<file path="config.mk">
export PLATFORM = sky130hd
export DESIGN_NAME = eew_ctrl
export DESIGN_NICKNAME = d
export VERILOG_FILES = /design/src/hdl/eew_pkg.sv /design/src/hdl/eew_array.sv /design/src/hdl/eew_ctrl.sv /design/src/hdl/eew_unlock.sv
export SDC_FILE = /design/constraint.sdc
export NUM_CORES = 1
export LEC_CHECK = 0
export BUFFER_PORTS_ARGS = -buffer_cell sky130_fd_sc_hd__buf_2
export CORE_MARGIN = 4
export CORE_UTILIZATION = 62
export DETAILED_ROUTE_END_ITERATION = 8
export PLACE_DENSITY_LB_ADDON = 0.08
export REMOVE_ABC_BUFFERS = 1
export SYNTH_ARGS = -nofsm -noshare
export SYNTH_HDL_FRONTEND = slang
export SYNTH_SLANG_ARGS = --single-unit
</file>
<file path="constraint.sdc">
create_clock -name clock -period 8.2 [get_ports clock]
set_clock_uncertainty 0.05 [all_clocks]
set_input_delay 1.64 -clock clock [delete_from_list [all_inputs] [get_ports clock]]
set_output_delay 1.64 -clock clock [all_outputs]
set_load 0.01 [all_outputs]
</file>
<file path="src/hdl/eew_pkg.sv">
// Constants shared by the data EEPROM write control block
package eew_pkg;
    // Register offsets on the byte-wide register port
    localparam logic [7:0] OFS_BYTE_BUFFER = 8'h08;
    localparam logic [7:0] OFS_LOCATION_SELECT = 8'h09;
    localparam logic [7:0] OFS_CONTROL_STATUS = 8'h88;
    localparam logic [7:0] OFS_UNLOCK_PORT = 8'h89;
    localparam logic [7:0] OFS_IRQ_STATUS = 8'h8c;
    localparam logic [7:0] OFS_IRQ_CLEAR = 8'h8d;
    localparam logic [7:0] OFS_IRQ_ENABLE = 8'h8e;

    // Control/status field positions
    localparam int BIT_READ_STROBE = 0;
    localparam int BIT_WRITE_START = 1;
    localparam int BIT_WRITE_ENABLE = 2;
    localparam int BIT_WRITE_ERROR = 3;
    localparam int BIT_WRITE_COMPLETE = 4;

    // Interrupt status field positions
    localparam int IRQ_COMPLETE = 0;
    localparam int IRQ_ERROR = 1;
    localparam int IRQ_MISMATCH = 2;
    localparam int IRQ_WIDTH = 3;

    // Unlock keys
    localparam logic [7:0] UNLOCK_KEY_FIRST = 8'h55;
    localparam logic [7:0] UNLOCK_KEY_SECOND = 8'haa;

    // Reset values and erased byte value
    localparam logic [7:0] RST_BYTE = 8'h00;
    localparam logic [IRQ_WIDTH-1:0] RST_IRQ = 3'h0;
    localparam logic [7:0] ERASED_BYTE = 8'hff;

    // Array geometry
    localparam int ARRAY_DEPTH = 64;
    localparam int ARRAY_ADDR_W = 6;

    // Self-timed write duration
    localparam int CLK_PERIOD_NS = 25;
    localparam int WRITE_TIME_NS = 4000000;
    localparam int WRITE_CYCLES = (WRITE_TIME_NS + CLK_PERIOD_NS - 1) / CLK_PERIOD_NS;
endpackage : eew_pkg

</file>
<file path="src/hdl/eew_array.sv">
// 64-byte data array with self-timed erase-then-write cycle
`timescale 1ns/100ps
`default_nettype none
module eew_array
    import eew_pkg::*;
#(
    parameter int DEPTH = ARRAY_DEPTH,
    parameter int CYCLES = WRITE_CYCLES
)
(
    // Clock and reset
    input wire logic clock,
    input wire logic reset,
    // Access
    input wire logic [ARRAY_ADDR_W-1:0] addr,
    input wire logic [7:0] wdata,
    input wire logic start,
    input wire logic abort,
    output logic [7:0] rdata,
    // Status
    output logic busy,
    output logic done,
    output logic aborted
);
    logic [7:0] mem [DEPTH];
    logic [ARRAY_ADDR_W-1:0] addr_r;
    logic [7:0] data_r;
    logic [31:0] count_r;
    logic busy_r;
    logic finish;

    // First busy cycle of the timed write erases the byte, last busy cycle programs it
    assign finish = busy_r && (count_r == 32'd1);

    always_ff @(posedge clock) begin
        if (reset || abort) begin
            busy_r <= 1'b0;
            count_r <= 32'd0;
        end else if (start && !busy_r) begin
            busy_r <= 1'b1;
            count_r <= 32'(CYCLES);
        end else if (busy_r) begin
            count_r <= count_r - 32'd1;
            if (finish) begin
                busy_r <= 1'b0;
            end
        end
    end

    always_ff @(posedge clock) begin
        if (start && !busy_r) begin
            addr_r <= addr;
            data_r <= wdata;
        end
    end

    always_ff @(posedge clock) begin
        if (busy_r && !abort && count_r == 32'(CYCLES)) begin
            mem[addr_r] <= ERASED_BYTE;
        end else if (finish && !abort) begin
            mem[addr_r] <= data_r;
        end
    end

    assign rdata = mem[addr];
    assign busy = busy_r;
    assign done = finish && !abort && !reset;
    assign aborted = busy_r && abort;
endmodule : eew_array
`default_nettype wire

</file>
<file path="src/hdl/eew_ctrl.sv">
// Data EEPROM write control: registers, unlock gate, write and read sequencing
//
// Behaviour
// Software loads location and byte before writing
// Write starts only after 55h, AAh, start
// Start bit ignored while write enable clear
// Clearing write enable never stops active write
// Hardware never clears the write enable bit
// Write end clears start, sets complete flag
// Only software clears the complete flag
// Software masks interrupts around unlock sequence
// Software keeps write enable clear when idle
// Software reads back written byte to verify
// Unlock port stores nothing, reads zero
// Control reads zero after reset, error per cause
// Buffer and location kept across warm reset
// Write cut short by warm reset flags error
// Read strobe loads buffer next cycle, self-clears
// 64-byte array, erase then write per byte
// Write duration set by on-chip timer
// Any unexpected write resets the unlock detector
`timescale 1ns/100ps
`default_nettype none
module eew_ctrl
    import eew_pkg::*;
#(
    parameter int WRITE_CYCLE_COUNT = WRITE_CYCLES
)
(
    // Clock and resets
    input wire logic clock,
    input wire logic reset,
    input wire logic warm_reset,
    // Register port
    input wire logic [7:0] reg_addr,
    input wire logic [7:0] reg_wdata,
    input wire logic reg_wr,
    input wire logic reg_rd,
    output logic [7:0] reg_rdata,
    // Interrupt and status
    output logic irq,
    output logic write_busy
);
    // Decoded accesses
    logic wr_buffer;
    logic wr_location;
    logic wr_control;
    logic wr_unlock;
    logic wr_irq_clear;
    logic wr_irq_enable;
    logic wr_other;

    // Register state
    logic [7:0] byte_buffer_r;
    logic [7:0] location_r;
    logic read_strobe_r;
    logic write_start_r;
    logic write_enable_r;
    logic write_error_r;
    logic write_complete_r;
    logic [IRQ_WIDTH-1:0] irq_status_r;
    logic [IRQ_WIDTH-1:0] irq_enable_r;
    logic [7:0] reg_rdata_r;

    // Verify tracking
    logic [7:0] last_data_r;
    logic [7:0] last_loc_r;
    logic last_valid_r;

    // Array and unlock links
    logic armed;
    logic start_ok;
    logic array_busy;
    logic array_done;
    logic array_aborted;
    logic [7:0] array_rdata;
    logic mismatch;
    logic [IRQ_WIDTH-1:0] irq_events;
    logic [7:0] control_view;

    // Writes during a warm reset are dropped; reads still answer
    always_comb begin
        wr_buffer = 1'b0;
        wr_location = 1'b0;
        wr_control = 1'b0;
        wr_unlock = 1'b0;
        wr_irq_clear = 1'b0;
        wr_irq_enable = 1'b0;
        wr_other = 1'b0;
        if (reg_wr && !warm_reset) begin
            if (reg_addr == OFS_BYTE_BUFFER) begin
                wr_buffer = 1'b1;
            end else if (reg_addr == OFS_LOCATION_SELECT) begin
                wr_location = 1'b1;
            end else if (reg_addr == OFS_CONTROL_STATUS) begin
                wr_control = 1'b1;
            end else if (reg_addr == OFS_UNLOCK_PORT) begin
                wr_unlock = 1'b1;
            end else if (reg_addr == OFS_IRQ_CLEAR) begin
                wr_irq_clear = 1'b1;
            end else if (reg_addr == OFS_IRQ_ENABLE) begin
                wr_irq_enable = 1'b1;
            end
            // Any write but one to the unlock port breaks the key sequence
            wr_other = !wr_unlock;
        end
    end

    // Unlock port has no storage; its writes only feed the detector
    eew_unlock u_unlock (
        .clock(clock),
        .reset(reset || warm_reset),
        .unlock_wr(wr_unlock),
        .other_wr(wr_other),
        .wdata(reg_wdata),
        .armed(armed)
    );

    // Enable is judged on its value before this write, so one write cannot
    // both enable and start
    assign start_ok = wr_control && reg_wdata[BIT_WRITE_START] && armed
        && write_enable_r && !write_start_r;

    // Warm reset aborts a running write; the cut byte may be left erased
    eew_array #(
        .DEPTH(ARRAY_DEPTH),
        .CYCLES(WRITE_CYCLE_COUNT)
    ) u_array (
        .clock(clock),
        .reset(reset),
        .addr(location_r[ARRAY_ADDR_W-1:0]),
        .wdata(byte_buffer_r),
        .start(start_ok),
        .abort(warm_reset),
        .rdata(array_rdata),
        .busy(array_busy),
        .done(array_done),
        .aborted(array_aborted)
    );

    // Location register
    // All eight bits are kept; only the low six address the array
    always_ff @(posedge clock) begin
        if (reset) begin
            location_r <= RST_BYTE;
        end else if (wr_location) begin
            location_r <= reg_wdata;
        end
    end

    // Byte buffer: software writes and completed reads both load it
    // A completing read beats a software write in the same cycle
    always_ff @(posedge clock) begin
        if (reset) begin
            byte_buffer_r <= RST_BYTE;
        end else if (read_strobe_r && !warm_reset) begin
            byte_buffer_r <= array_rdata;
        end else if (wr_buffer) begin
            byte_buffer_r <= reg_wdata;
        end
    end

    // Read strobe: settable only, lasts one cycle
    always_ff @(posedge clock) begin
        if (reset || warm_reset) begin
            read_strobe_r <= 1'b0;
        end else if (read_strobe_r) begin
            read_strobe_r <= 1'b0;
        end else if (wr_control && reg_wdata[BIT_READ_STROBE]) begin
            read_strobe_r <= 1'b1;
        end
    end

    // Write start: set only by the unlocked sequence, cleared at completion
    // A start while busy is dropped, never queued
    always_ff @(posedge clock) begin
        if (reset || warm_reset) begin
            write_start_r <= 1'b0;
        end else if (start_ok) begin
            write_start_r <= 1'b1;
        end else if (array_done) begin
            write_start_r <= 1'b0;
        end
    end

    // Write enable only follows software; the array ignores it once started
    always_ff @(posedge clock) begin
        if (reset || warm_reset) begin
            write_enable_r <= 1'b0;
        end else if (wr_control) begin
            write_enable_r <= reg_wdata[BIT_WRITE_ENABLE];
        end
    end

    // Write complete: hardware set wins over a software clear in the same cycle
    always_ff @(posedge clock) begin
        if (reset || warm_reset) begin
            write_complete_r <= 1'b0;
        end else if (array_done) begin
            write_complete_r <= 1'b1;
        end else if (wr_control) begin
            write_complete_r <= reg_wdata[BIT_WRITE_COMPLETE];
        end
    end

    // Error flag: a write cut short by a warm reset leaves it set
    // Power-on clears it instead of leaving it unknown
    always_ff @(posedge clock) begin
        if (reset) begin
            write_error_r <= 1'b0;
        end else if (array_aborted) begin
            write_error_r <= 1'b1;
        end else if (warm_reset) begin
            write_error_r <= write_error_r;
        end else if (array_done) begin
            write_error_r <= 1'b0;
        end else if (wr_control) begin
            write_error_r <= reg_wdata[BIT_WRITE_ERROR];
        end
    end

    // Remember the last byte written so a read-back can be checked in hardware
    // Limitation: only the most recent write can be checked
    always_ff @(posedge clock) begin
        if (reset) begin
            last_valid_r <= 1'b0;
            last_data_r <= RST_BYTE;
            last_loc_r <= RST_BYTE;
        end else if (start_ok) begin
            last_valid_r <= 1'b1;
            last_data_r <= byte_buffer_r;
            last_loc_r <= location_r;
        end else if (array_aborted) begin
            last_valid_r <= 1'b0;
        end
    end

    // A read of the last written location that differs means a weak cell
    assign mismatch = read_strobe_r && !warm_reset && last_valid_r && !array_busy
        && last_loc_r == location_r && array_rdata != last_data_r;

    assign irq_events = {mismatch, array_aborted, array_done};

    // Sticky interrupt status; an event in the clear cycle is kept
    genvar gi;
    generate
        for (gi = 0; gi < IRQ_WIDTH; gi++) begin : g_irq
            always_ff @(posedge clock) begin
                if (reset) begin
                    irq_status_r[gi] <= 1'b0;
                end else if (irq_events[gi]) begin
                    irq_status_r[gi] <= 1'b1;
                end else if (wr_irq_clear && reg_wdata[gi]) begin
                    irq_status_r[gi] <= 1'b0;
                end
            end
        end
    endgenerate

    // Interrupt enables survive a warm reset
    always_ff @(posedge clock) begin
        if (reset) begin
            irq_enable_r <= RST_IRQ;
        end else if (wr_irq_enable) begin
            irq_enable_r <= reg_wdata[IRQ_WIDTH-1:0];
        end
    end

    // Bits 7 to 5 are not implemented and read as zero
    assign control_view = {3'h0, write_complete_r, write_error_r, write_enable_r,
        write_start_r, read_strobe_r};

    // Read data appear in the cycle after the strobe and only there
    // Unmapped and write-only offsets answer zero
    always_ff @(posedge clock) begin
        if (reset) begin
            reg_rdata_r <= RST_BYTE;
        end else if (reg_rd) begin
            if (reg_addr == OFS_BYTE_BUFFER) begin
                reg_rdata_r <= byte_buffer_r;
            end else if (reg_addr == OFS_LOCATION_SELECT) begin
                reg_rdata_r <= location_r;
            end else if (reg_addr == OFS_CONTROL_STATUS) begin
                reg_rdata_r <= control_view;
            end else if (reg_addr == OFS_IRQ_STATUS) begin
                reg_rdata_r <= {5'h00, irq_status_r};
            end else if (reg_addr == OFS_IRQ_ENABLE) begin
                reg_rdata_r <= {5'h00, irq_enable_r};
            end else begin
                reg_rdata_r <= RST_BYTE;
            end
        end else begin
            reg_rdata_r <= RST_BYTE;
        end
    end

    assign reg_rdata = reg_rdata_r;
    // Built only from registered bits, so the level carries no glitch
    assign irq = |(irq_status_r & irq_enable_r);
    assign write_busy = array_busy;
endmodule : eew_ctrl
`default_nettype wire

</file>
<file path="src/hdl/eew_unlock.sv">
// Unlock sequence detector for the byte write start
`timescale 1ns/100ps
`default_nettype none
module eew_unlock
    import eew_pkg::*;
(
    // Clock and reset
    input wire logic clock,
    input wire logic reset,
    // Register port writes
    input wire logic unlock_wr,
    input wire logic other_wr,
    input wire logic [7:0] wdata,
    // Status
    output logic armed
);
    typedef enum logic [2:0] {
        ST_IDLE = 3'b001,
        ST_FIRST = 3'b010,
        ST_ARMED = 3'b100
    } eew_unlock_state_t;

    eew_unlock_state_t state_r;
    eew_unlock_state_t state_nxt;

    always_comb begin
        state_nxt = state_r;
        case (state_r)
            ST_IDLE: begin
                if (unlock_wr && wdata == UNLOCK_KEY_FIRST) begin
                    state_nxt = ST_FIRST;
                end
            end
            ST_FIRST: begin
                if (unlock_wr && wdata == UNLOCK_KEY_SECOND) begin
                    state_nxt = ST_ARMED;
                end else if (unlock_wr || other_wr) begin
                    state_nxt = ST_IDLE;
                end
            end
            ST_ARMED: begin
                // Arming lasts for one further write only, used or not
                if (unlock_wr || other_wr) begin
                    state_nxt = ST_IDLE;
                end
            end
            default: state_nxt = ST_IDLE;
        endcase
    end

    always_ff @(posedge clock) begin
        if (reset) begin
            state_r <= ST_IDLE;
        end else begin
            state_r <= state_nxt;
        end
    end

    assign armed = (state_r == ST_ARMED);
endmodule : eew_unlock
`default_nettype wire

</file>
==> run summary, run 1 <==
The number of buffers on the longest clock path was 3; the number of synthesized flops with an enable pin was 526. The critical path is of the register to register type. Dividing total power by cell area gives a power density of 224 nW/µm². Setup-violating endpoint count in the final report: 0.

The number of maximum-capacitance violations is 0. The layout has 2,512 filler cells. Initial antenna violation count: 0. The worst hold path depth was 2. In the final routed layout, each cell accounts on average for 27.5 µm. Using the TritonRoute via totals, the vias-per-cell ratio works out to 6.55. Sorting the synthesized cells by area gives the leading types as sky130_fd_sc_hd__edfxtp_1 64%, sky130_fd_sc_hd__mux4_2 10%, sky130_fd_sc_hd__dfxtp_1 7.6%. The share of flip-flops with an asynchronous set or reset after synthesis works out to 0%.

The biggest area contributor in the post-synthesis netlist is sky130_fd_sc_hd__edfxtp_1. The post-route netlist has 20.3% of its cells at a drive strength greater than 1. H-tree depth: 2.

DRC violation count after routing: 0. The number of cells on the worst reg-to-reg path is 8. The tools report the worst hold path endpoint as irq_status_r[1]. Of the synthesized area, sequential elements account for 71.3%. The run gives 94 as the largest net degree at the start of global routing.

For the worst setup path, the data arrival time is 4.62 ns. TritonCTS built the clock tree. The end of the worst register-to-register path was irq_status_r[2]. The total inserted antenna cells is 0, and the vertical die dimension is 208 µm.

The tools report the endpoint kind of the worst setup timing path as a register. The logs give 0 ns for the final total negative setup slack and 13,436 for the via count of the first global-routing pass. For the hold buffer count at cts, the log shows 0. The tightest hold path in the finished design has a slack of 0.428 ns.

Input and output buffers added on the ports amount to 30. The number of synthesized register bits was 620; the yosys synthesis warning count was 0. Final max-slew violation count: 0. Origin of the worst min-delay path: irq_status_r[1]. Ranked by instance count, the synthesized netlist is headed by 526 x sky130_fd_sc_hd__edfxtp_1, 175 x sky130_fd_sc_hd__nor2_1, 114 x sky130_fd_sc_hd__mux4_2, 94 x sky130_fd_sc_hd__dfxtp_1, 89 x sky130_fd_sc_hd__mux2i_1. The insertion delay to the later sink of the worst-skew pair was 0.60 ns. The most used flip-flop cell after synthesis is sky130_fd_sc_hd__edfxtp_1.

Library cell with the highest instance count after synthesis: sky130_fd_sc_hd__edfxtp_1. The die footprint is 43,200 µm². At the pin with the least slew margin, the transition time is 1.18 ns. The worst hold path belongs to the class register to register. The cell area that synthesis handed to floorplanning was 24,800 µm².

Pin placement for this block handled 31 I/O pins. The run finished with clean final reports. Across the VDD grid, the largest voltage drop is 0.187 mV. Routability-driven placement finished with a final weighted congestion of 0.889. For the worst setup path, the data required time is 8.62 ns.

The maximum fanout along the worst path works out to 93. The quantity of gates resized following cts was 0; the placement-stage worst setup slack was 3.60 ns. The core region is 39,100 µm². The tools report the critical path launch point type as a register. The tools report the post-route worst setup slack as 3.99 ns. Row generation in the floorplan step produced 72 rows. For the post-detailed-placement half-perimeter wirelength, the log shows 34,100 µm. Vias after detailed routing: 13,503.

The highest clock rate is 238 MHz, and the worst reg-to-reg setup slack is 3.99 ns. Across every metal layer, demand over resource in global routing totals 26.4%. For the first-pass GRT wire length, the log shows 86,100 µm. The number of setup buffers added after CTS is 0. The number of nets still failing antenna checks after routing was 0. The routed design has 56,800 µm of wire. Number of nets at the end of the flow: 1,518. After the first detailed-routing iteration, the DRC count stood at 1,652.

The worst slew margin relative to its limit is 21.3%. For the number of endpoints with negative hold slack in the final report, the log shows 0. The total overflow reported by the global router is 0, and the static leakage is 0.00855 µW. Setup repair after global routing left no endpoint under its margin. Number of instances in the synthesized netlist: 1,461. The length of the first detailed-routing pass in iterations is 5.

From synthesis to final layout, the design area changed by 10.4%. The die is 208 µm wide. Clock tree synthesis selected as its root buffer the cell sky130_fd_sc_hd__clkbuf_16. Clock-pin slew was measured on the worst setup and hold paths at 0.06 ns. The minimum clock period after layout came out at 4.21 ns. After synthesis, the netlist uses 72 different library cells.

After synthesis, the mean cell area works out to 17.0 µm². The initial utilization of the core area, before any placement, comes to 63.4%. CTS saw 620 sinks.

The CTS buffer count was 60. The synthesized design devotes to its leading area cell type 63.8% of total area. Of the available clock period, the critical path in the final layout requires 51.3%.
==> registers in the layout (all words and copies together) (netlist names), 6 cells and up, named ones only <==
register         cells
location_r           8
u_array.addr_r       6
last_loc_r           8
last_data_r          8
u_array.count_r     32
reg_rdata            8
byte_buffer_r        8
u_array.data_r       8
u_array.mem        512
==> cells by family (layout without fill, tap and decap cells) <==
kind of cell | after synthesis | after routing | synth area share [%]
flip-flops | 620 | 620 | 71.3
AND/OR/NAND/NOR | 372 | 372 | 7.50
multiplexers | 212 | 212 | 14.4
AO/OA/AOI/OAI | 120 | 120 | 3.30
buffers and inverters | 93 | 177 | 1.90
XOR/XNOR | 42 | 42 | 1.48
adder cells (fa/ha/maj) | 2 | 2 | 0.101
==> worst max-delay path by stage <==
stage                           to  slack (ns)
5_1_grt            irq_status_r[2]        3.81
6_report           irq_status_r[2]        3.99
2_1_floorplan      irq_status_r[2]        1.79
3_5_place_dp   u_array.count_r[28]        3.60
4_1_cts            irq_status_r[2]        4.00
3_3_place_gp    u_array.count_r[1]        3.70
==> stage by stage <==
step	instance area [µm²]	utilization, %	instances	total power (µW)
final	27300	69.9	2063	6130
after global routing	27300	69.9	2063	6300
after CTS	27300	69.9	2063	6160
after detailed placement	25400	64.9	1951	3460
after floorplan	24300	-	1378	3450
after global placement	25400	64.9	1951	3460
==> cell type report <==
| cell class | instances | area, µm² | share of cell area (%) |
|---|---|---|---|
| flip-flops and latches | 620 | 17700 | 64.7 |
| multi-input cells | 748 | 6650 | 24.3 |
| clock buffers | 84 | 1760 | 6.45 |
| well taps | 518 | 648 | 2.37 |
| repair buffers | 55 | 350 | 1.28 |
| clock inverters | 28 | 213 | 0.778 |
| inverters | 10 | 37.5 | 0.137 |
==> where the power goes <==
part           leakage [µW]  switching, µW  internal, µW
sequential          0.00538          0.238          3370
clock              0.000993           1150          1590
combinational       0.00218           18.8          8.69
total               0.00855           1160          4970
==> metal layers <==
metal | track usage, % | vias up | routed length, µm
met2 | 41.2 | 668 | 27200
li1 | - | 5795 | -
met3 | 5.02 | 105 | 5190
met5 | 0 | - | 0
met1 | 38.7 | 6935 | 22500
met4 | 8.18 | 0 | 1880
==> placed cells by master, fill, tap and decap left out, drive strengths merged, types with 5 or more instances in the layout <==
| master | synthesis | routed |
|---|---|---|
| edfxtp | 526 | 526 |
| nor2 | 177 | 177 |
| mux4 | 114 | 114 |
| dfxtp | 94 | 94 |
| mux2i | 89 | 89 |
| clkbuf | 36 | 84 |
| buf | 47 | 55 |
| nand2 | 54 | 54 |
| nor3 | 28 | 28 |
| xor2 | 27 | 27 |
| a21oi | 27 | 27 |
| clkinv | 1 | 25 |
| a211oi | 22 | 22 |
| a22oi | 17 | 17 |
| nand3 | 16 | 16 |
| xnor2 | 15 | 15 |
| nor4 | 15 | 15 |
| or3 | 13 | 13 |
| o21ai | 11 | 11 |
| o22ai | 11 | 11 |
| or2 | 11 | 11 |
| inv | 9 | 9 |
| nor2b | 9 | 9 |
| mux2 | 9 | 9 |
| nand3b | 7 | 7 |
| nand2b | 6 | 6 |
| nor3b | 5 | 5 |
| nand4 | 5 | 5 |
| a31oi | 5 | 5 |
==> worst max-delay path: stages, from the launching register on <==
cell and delay, ns:
sky130_fd_sc_hd__dfxtp_4 0.94, sky130_fd_sc_hd__buf_12 0.56, sky130_fd_sc_hd__mux4_2 0.58, sky130_fd_sc_hd__mux4_2 0.50, sky130_fd_sc_hd__a21oi_1 0.40, sky130_fd_sc_hd__a22oi_1 0.24, sky130_fd_sc_hd__xor2_1 0.21, sky130_fd_sc_hd__nor4_1 0.33
sky130_fd_sc_hd__a31oi_1 0.14
Power figures use the tool's default switching activity.
==> run 2: changes to the inputs <==
clock period = 4.17 ns   (was 8.2 ns; I/O delays follow)
==> run summary, run 2 (synthesized netlist as in run 1, its figures left out) <==
The tools report the number of rows in the core area as 72. The library cells used most frequently in the layout, excluding fill and tap cells, are 526 x sky130_fd_sc_hd__edfxtp_1, 175 x sky130_fd_sc_hd__nor2_1, 114 x sky130_fd_sc_hd__mux4_2. The global-route usage over all layers was 27.3%; the insertion delay to the later sink of the worst-skew pair was 0.62 ns. Net switching is 19.1% of the power.

The tightest hold path in the finished design has a slack of 0.413 ns. Most flop-heavy register: u_array.mem. In this run the post-CTS setup repair buffer count came out at 0. Across all layers, the routed design uses 13,678 vias.

In this run, post-CTS repair resized a total of 0 instances. The endpoint kind of the worst setup timing path was a register. Counting both buffers and inverters, the worst setup path holds a total of 0.

The last weighted congestion value of the routability-driven placer came out at 0.923. The part of the power in combinational logic came out at 0.4%. The clock net in this run drives a total of 620 sinks. The minimum clock period after layout was 3.67 ns; the placement-stage worst setup slack was 0.566 ns. Of the total power, registers draw 53.9%. The required time of the worst setup path is 4.36 ns. After detailed routing, the average wire length per cell comes to 28.3 µm. Setup repair after global routing left no endpoint under its margin. In this run, placement finished with an instance count of 1,973. The count of buffers inserted at the top-level ports was 30.

Grouping stages by cell kind, the critical path spends the most delay in simple AND/OR/NAND/NOR gates. The root buffer selected by CTS is sky130_fd_sc_hd__clkbuf_16. In this run the tightest slew margin relative to its limit is 17.8%. Setup violations remaining at the end of the flow were counted as 0.

By startpoint and endpoint, the worst setup path is classified as register to register. At the pin with the least slew margin, the transition time is 1.23 ns. The number of nets at the end of the flow was 1,540. The largest vdd supply drop was 0.488 mV. The maximum fanout along the worst path was 9; the number of maximum-capacitance violations was 0. After detailed routing, the number of remaining DRC violations is 0. The tightest min-delay check is of the register to register type.

Summed over all nets, the switching power comes to 2340 µW. The die is 208 µm wide. For this design, the CTS-stage hold fixing added 0 buffers.

After routing, the total negative slack on setup checks comes to 0 ns. Once detail routing completed, the nets flagged for antenna violations numbered 0. Once layout is complete, the cells apart from fillers number 2,084.

The die footprint was 43,200 µm². The highest cell delay on the worst timing path was 0.69 ns; the initial core utilization was 63.4%. Most common library cell in the layout ignoring fill and taps: sky130_fd_sc_hd__edfxtp_1. Among the stages of the critical path, the cell type that occurs most often is sky130_fd_sc_hd__nor2_1. Number of flip-flops under the largest register name: 512. The logs give 0.50 ns for the worst reg-to-reg setup slack and 2 for the H-tree depth.

The layout-stage area growth over the synthesis result is 11.5%. For this run the aggregate overflow at the end of global routing stands at 0. In this run the static leakage power is 0.00868 µW. TritonCTS built the clock tree. The tools report the initial antenna violation count as 0. Summed over all layers, the routed wires come to 59,000 µm. The die is 208 µm tall. The clock slew seen by the registers of the worst setup and hold paths came out at 0.06 ns. The per-cell via count in the routed design was 6.56; the internal power component was 9940 µW. The length of the first detailed-routing pass in iterations came out at 8. Of the cells placed in the final design, the portion with a size suffix greater than 1 is 21.3%.

The final instance area was 27,600 µm²; the ratio of total power to cell area was 444 nW/µm². The number of endpoints with negative hold slack in the final report came out at 0. Once routing completed, OpenROAD measured the worst setup slack at 0.504 ns. The final max-slew violation count is 0. For the worst setup path, the data arrival time is 3.86 ns. The total inserted antenna cells is 0, and the final clock period utilization by the worst path is 87.9%. The run gives 25,600 µm² as the cell area after placement. The via count of the first global-routing pass was 13,536; the highest clock rate was 273 MHz.

The number of buffers on the longest clock path was 3; the first-pass GRT wire length was 88,600 µm. The largest registers in the layout are u_array.mem x512, u_array.count_r x32. Traced cell by cell, the critical path runs through or4_4, nor3_2, nand4_1, nor2_1, o211ai_1, nor2_1, nand3_1, nor2_1. The standard cell core area is 39,100 µm², and the largest net degree at the start of global routing is 65. The run gives 31 as the number of ports placed on the die boundary. The worst setup path is launched from a register. The number of DRC markers in iteration 0 is 1,725.

The slowest stage of the critical path belongs to the cell sky130_fd_sc_hd__nor2_1. The run finished with clean final reports. The CTS buffer count was 60; the post-detailed-placement half-perimeter wirelength was 36,700 µm.

The clock network burns 45.6% of the power.
[run 2: path summary, 6_finish.rpt]
path / from / to / depth (start not counted)
min: read_strobe_r / read_strobe_r / 1
min reg2reg: read_strobe_r / read_strobe_r / 1
max: u_array.count_r[20] / u_array.mem[52][2] / 8
max reg2reg: u_array.count_r[20] / u_array.mem[52][2] / 8
[run 2: layout make-up]
class                      count  area, µm²
clock buffer                  70       1560
sequential                   620      17700
inverter                      10       37.5
fill                        2496      11500
multi-input combinational    748       6650
timing repair buffer          77        566
clock inverter                41        479
tap                          518        648
[run 2: routing by layer]
metal / up-vias / track usage [%] / part of all wire, %
li1: 5845 / - / -
met1: 6929 / 40.3 / 40
met2: 761 / 42.0 / 47
met3: 143 / 5.00 / 9.0
met4: 0 / 9.72 / 3.6
met5: - / 0 / 0
[run 2: power by group through the flow]
stage | Clock [µW] | Sequential [µW] | Combinational (µW)
2_1_floorplan | 0 | 6760 | 18.2
3_3_place_gp | 0 | 6750 | 54.0
3_5_place_dp | 0 | 6750 | 53.8
4_1_cts | 5660 | 6620 | 54.2
5_1_grt | 5950 | 6620 | 58.4
6_report | 5600 | 6620 | 55.0
[run 2: through the flow]
step	power, µW	util (%)
finish	12300	70.7
global route	12600	70.7
global placement	6810	65.5
detailed placement	6810	65.5
floorplan	6770	-
CTS	12300	70.7
==> run 3: changes to the inputs <==
ABC_AREA = 1   (was not set)
==> run summary, run 3 <==
The per-cell via count in the routed design works out to 5.93. For the sequential cell area in the final layout, the log shows 17,700 µm². The first detailed-routing pass ran for 6 iterations.

The run gives 0.926 as the last weighted congestion value of the routability-driven placer. The total overflow reported by the global router was 0; the insertion delay to the later sink of the worst-skew pair was 0.62 ns. The final clock period utilization by the worst path is 86.4%. The most critical setup path has its endpoint at u_array.mem[62][0].

Row generation in the floorplan step produced 74 rows. The clock slew seen by the registers of the worst setup and hold paths works out to 0.06 ns. The smallest clock period supported by the final layout is computed as 3.60 ns. The most flop-heavy register was u_array.mem. The top cell types in the final layout, fill and taps aside, are 747 x sky130_fd_sc_hd__nand2_1, 526 x sky130_fd_sc_hd__edfxtp_1, 457 x sky130_fd_sc_hd__nand3_1. The H-tree generated during clock tree synthesis spans 2 levels.

Ranked by total cell area, the synthesized netlist is headed by sky130_fd_sc_hd__edfxtp_1 61%, sky130_fd_sc_hd__nand2_1 11%, sky130_fd_sc_hd__nand3_1 8.9%. Vertical die dimension: 212 µm. Among all cell types in the netlist, the one instantiated most often is sky130_fd_sc_hd__nand2_1.

The top flip-flop cell by instance count after synthesis is sky130_fd_sc_hd__edfxtp_1. The number of gates resized after CTS was 0. In this run the power density over the cells is 419 nW/µm². The layout-stage area growth over the synthesis result works out to 10.4%.

Max-cap violations in this run came to 0. The root buffer selected by CTS was sky130_fd_sc_hd__clkbuf_16. The floorplan step defined a core boundary enclosing 40,900 µm². In this run, CTS created clock tree buffers numbering 60. The routed length per placed instance is 20.6 µm, and the fraction of synthesized cell area taken by the top area cell type is 61.3%. The largest registers in the layout are u_array.mem x512, u_array.count_r x32.

By count the netlist is led by 747 x sky130_fd_sc_hd__nand2_1, 526 x sky130_fd_sc_hd__edfxtp_1, 457 x sky130_fd_sc_hd__nand3_1, 155 x sky130_fd_sc_hd__nor2_1, 123 x sky130_fd_sc_hd__inv_1. The total inserted antenna cells is 0. TritonCTS built the clock tree. The most common library cell in the layout ignoring fill and taps was sky130_fd_sc_hd__nand2_1. The tools report the start point of the critical path as u_array.count_r[10].

The number of endpoints with negative hold slack in the final report came out at 0. The tools report the final instance area as 28,400 µm². The number of DRC markers in iteration 0 is 2,032, and the final wirelength is 63,100 µm. The endpoint identified for the worst register-to-register timing path is u_array.mem[62][0]. No sink is reached through more buffers than the 3 on the longest clock path. The worst reg-to-reg setup slack came out at 0.57 ns. The tools report the first-pass GRT wire length as 97,800 µm. The power consumption is 11,900 µW, and the maximum fanout along the worst path is 11. During synthesis, Yosys emitted a total of 0 warnings.

For the initial antenna violation count, the log shows 0. The logs give 0 for the final max-slew violation count and 38,400 µm for the post-detailed-placement half-perimeter wirelength. The depth of the worst register-to-register path came out at 9. For the combined area of all synthesized cells, the log shows 25,800 µm². The worst slew margin relative to its limit was 25.7%. In this run the critical register-to-register path is launched from u_array.count_r[10]. Averaged over all synthesized cells, the footprint is 10.5 µm².

The number of buffers inserted to repair setup after CTS is 0, and the number of synthesized flops with an enable pin is 526. Setup-violating endpoint count in the final report: 0. The run gives 0 as the number of nets still failing antenna checks after routing. The share of layout cells above drive strength 1 was 7.79%. Endpoint kind of the worst setup timing path: a register. For the pin with the worst max-slew slack, the measured transition is 1.11 ns.

For this run, the register share of the synthesized area comes to 68.6%. The number of nets at the end of the flow is 2,504. The total number of clock tree sinks is 620. The logs give 2,456 for the number of instances in the synthesized netlist and 17,380 for the via count of the first global-routing pass. The initial core utilization was 63.0%; the static leakage was 0.0113 µW. The vias after detailed routing is 18,172, and the largest vdd supply drop is 0.491 mV. The tools report the number of filler cells placed in the layout as 2,999. Setup repair after global routing left no endpoint under its margin. The number of unique standard cell types used by synthesis was 32. In the final layout, the multi-input gates occupy 7120 µm². The count of buffers inserted at the top-level ports is 30, and the cell area after placement is 26,500 µm². For this run, design rule violations remaining after detail routing come to 0. The global-route usage over all layers is 28.3%, and the number of ports placed on the die boundary is 31. The die footprint came out at 44,900 µm².

The class of the most critical setup path is register to register. In this run the horizontal extent of the chip is 212 µm. The share of flip-flops with an asynchronous set or reset after synthesis is 0%. The cell taking the most area after synthesis is sky130_fd_sc_hd__edfxtp_1. STA puts the critical path data arrival time at 3.80 ns. Hold repair after CTS inserted 0 buffers. Entering global routing, the biggest net connects 217 pins. The highest clock rate was 277 MHz; the number of synthesized register bits was 620.

The register with the most flip-flops in the layout has 512 of them. STA classifies the critical path startpoint as a register. The flow ran to the end, and the final reports show no timing, DRC or antenna violations.

For the worst setup path, the data required time is 4.37 ns. Worst min-delay path class: register to register.
-- run 3: cell types whose count changed after synthesis, moves of 20 or more --
cell | previous run | this run
sky130_fd_sc_hd__a21oi_1 | 27 | 60
sky130_fd_sc_hd__inv_1 | 9 | 123
sky130_fd_sc_hd__buf_2 | 19 | 43
sky130_fd_sc_hd__mux4_2 | 114 | 0
sky130_fd_sc_hd__nand2_1 | 52 | 747
sky130_fd_sc_hd__nor2_1 | 175 | 155
sky130_fd_sc_hd__nand3_1 | 15 | 457
sky130_fd_sc_hd__clkbuf_1 | 36 | 58
sky130_fd_sc_hd__o21ai_0 | 11 | 44
sky130_fd_sc_hd__mux2i_1 | 89 | 0
-- run 3: layout make-up --
type,count,share of cell area (%)
Sequential cell,620,62.2
Multi-Input combinational cell,1592,25.0
Clock buffer,79,5.89
Tap cell,532,2.34
Timing Repair Buffer,82,2.08
Inverter,125,1.68
Clock inverter,32,0.805
-- run 3: power by group --
group / internal [µW] / switching [µW] / leakage [µW]
clock: 3000 / 2240 / 0.000944
sequential: 6620 / 0.484 / 0.00695
combinational: 15.9 / 41.5 / 0.00344
total: 9640 / 2280 / 0.0113
-- run 3: worst min-delay path by stage --
| stage | startpoint | to | cells after the start |
|---|---|---|---|
| finish | byte_buffer_r[1] | u_array.data_r[1] | 0 |
| global placement | byte_buffer_r[3] | u_array.data_r[3] | 0 |
| floorplan | byte_buffer_r[1] | u_array.data_r[1] | 0 |
| global route | byte_buffer_r[4] | u_array.data_r[4] | 0 |
| detailed placement | byte_buffer_r[1] | u_array.data_r[1] | 0 |
| CTS | byte_buffer_r[1] | u_array.data_r[1] | 0 |
-- run 3: worst max-delay path: stages, from the launching register on --
cell and delay (ns):
sky130_fd_sc_hd__dfxtp_1 0.33, sky130_fd_sc_hd__nor2_1 0.27, sky130_fd_sc_hd__inv_1 0.07, sky130_fd_sc_hd__nor2_1 0.29
sky130_fd_sc_hd__nand3_1 0.14, sky130_fd_sc_hd__nor4_1 0.34, sky130_fd_sc_hd__nand2_1 0.33, sky130_fd_sc_hd__o41ai_4 0.23
sky130_fd_sc_hd__nand2_1 0.53, sky130_fd_sc_hd__nor2_1 0.66
-- run 3: kinds of logic after synthesis --
logic type / count (synthesis) / share of synthesized area, %
AND/OR/NAND/NOR: 1441 / 24.1
adder cells (fa/ha/maj): 2 / 0.0971
flip-flops: 620 / 68.6
XOR/XNOR: 20 / 0.680
buffers and inverters: 244 / 3.76
AO/OA/AOI/OAI: 129 / 2.80
-- run 3: through the flow --
step	utilization [%]	worst slack (ns)	instances	hold slack, ns	TNS [ns]
2_1_floorplan	-	-7.85	2337	0.358	-69.03
3_3_place_gp	64.9	0.715	2951	0.376	0
3_5_place_dp	64.9	0.635	2951	0.372	0
4_1_cts	69.5	0.630	3062	0.390	0
5_1_grt	69.5	0.269	3062	0.406	0
6_report	69.5	0.566	3062	0.397	0
-- run 3: per-layer routing --
layer,global-route usage [%],wire [µm],up-vias
li1,-,-,8507
met1,41.1,26300,8610
met2,44.4,29200,927
met3,5.01,5870,128
met4,8.42,1670,0
met5,0,0,-
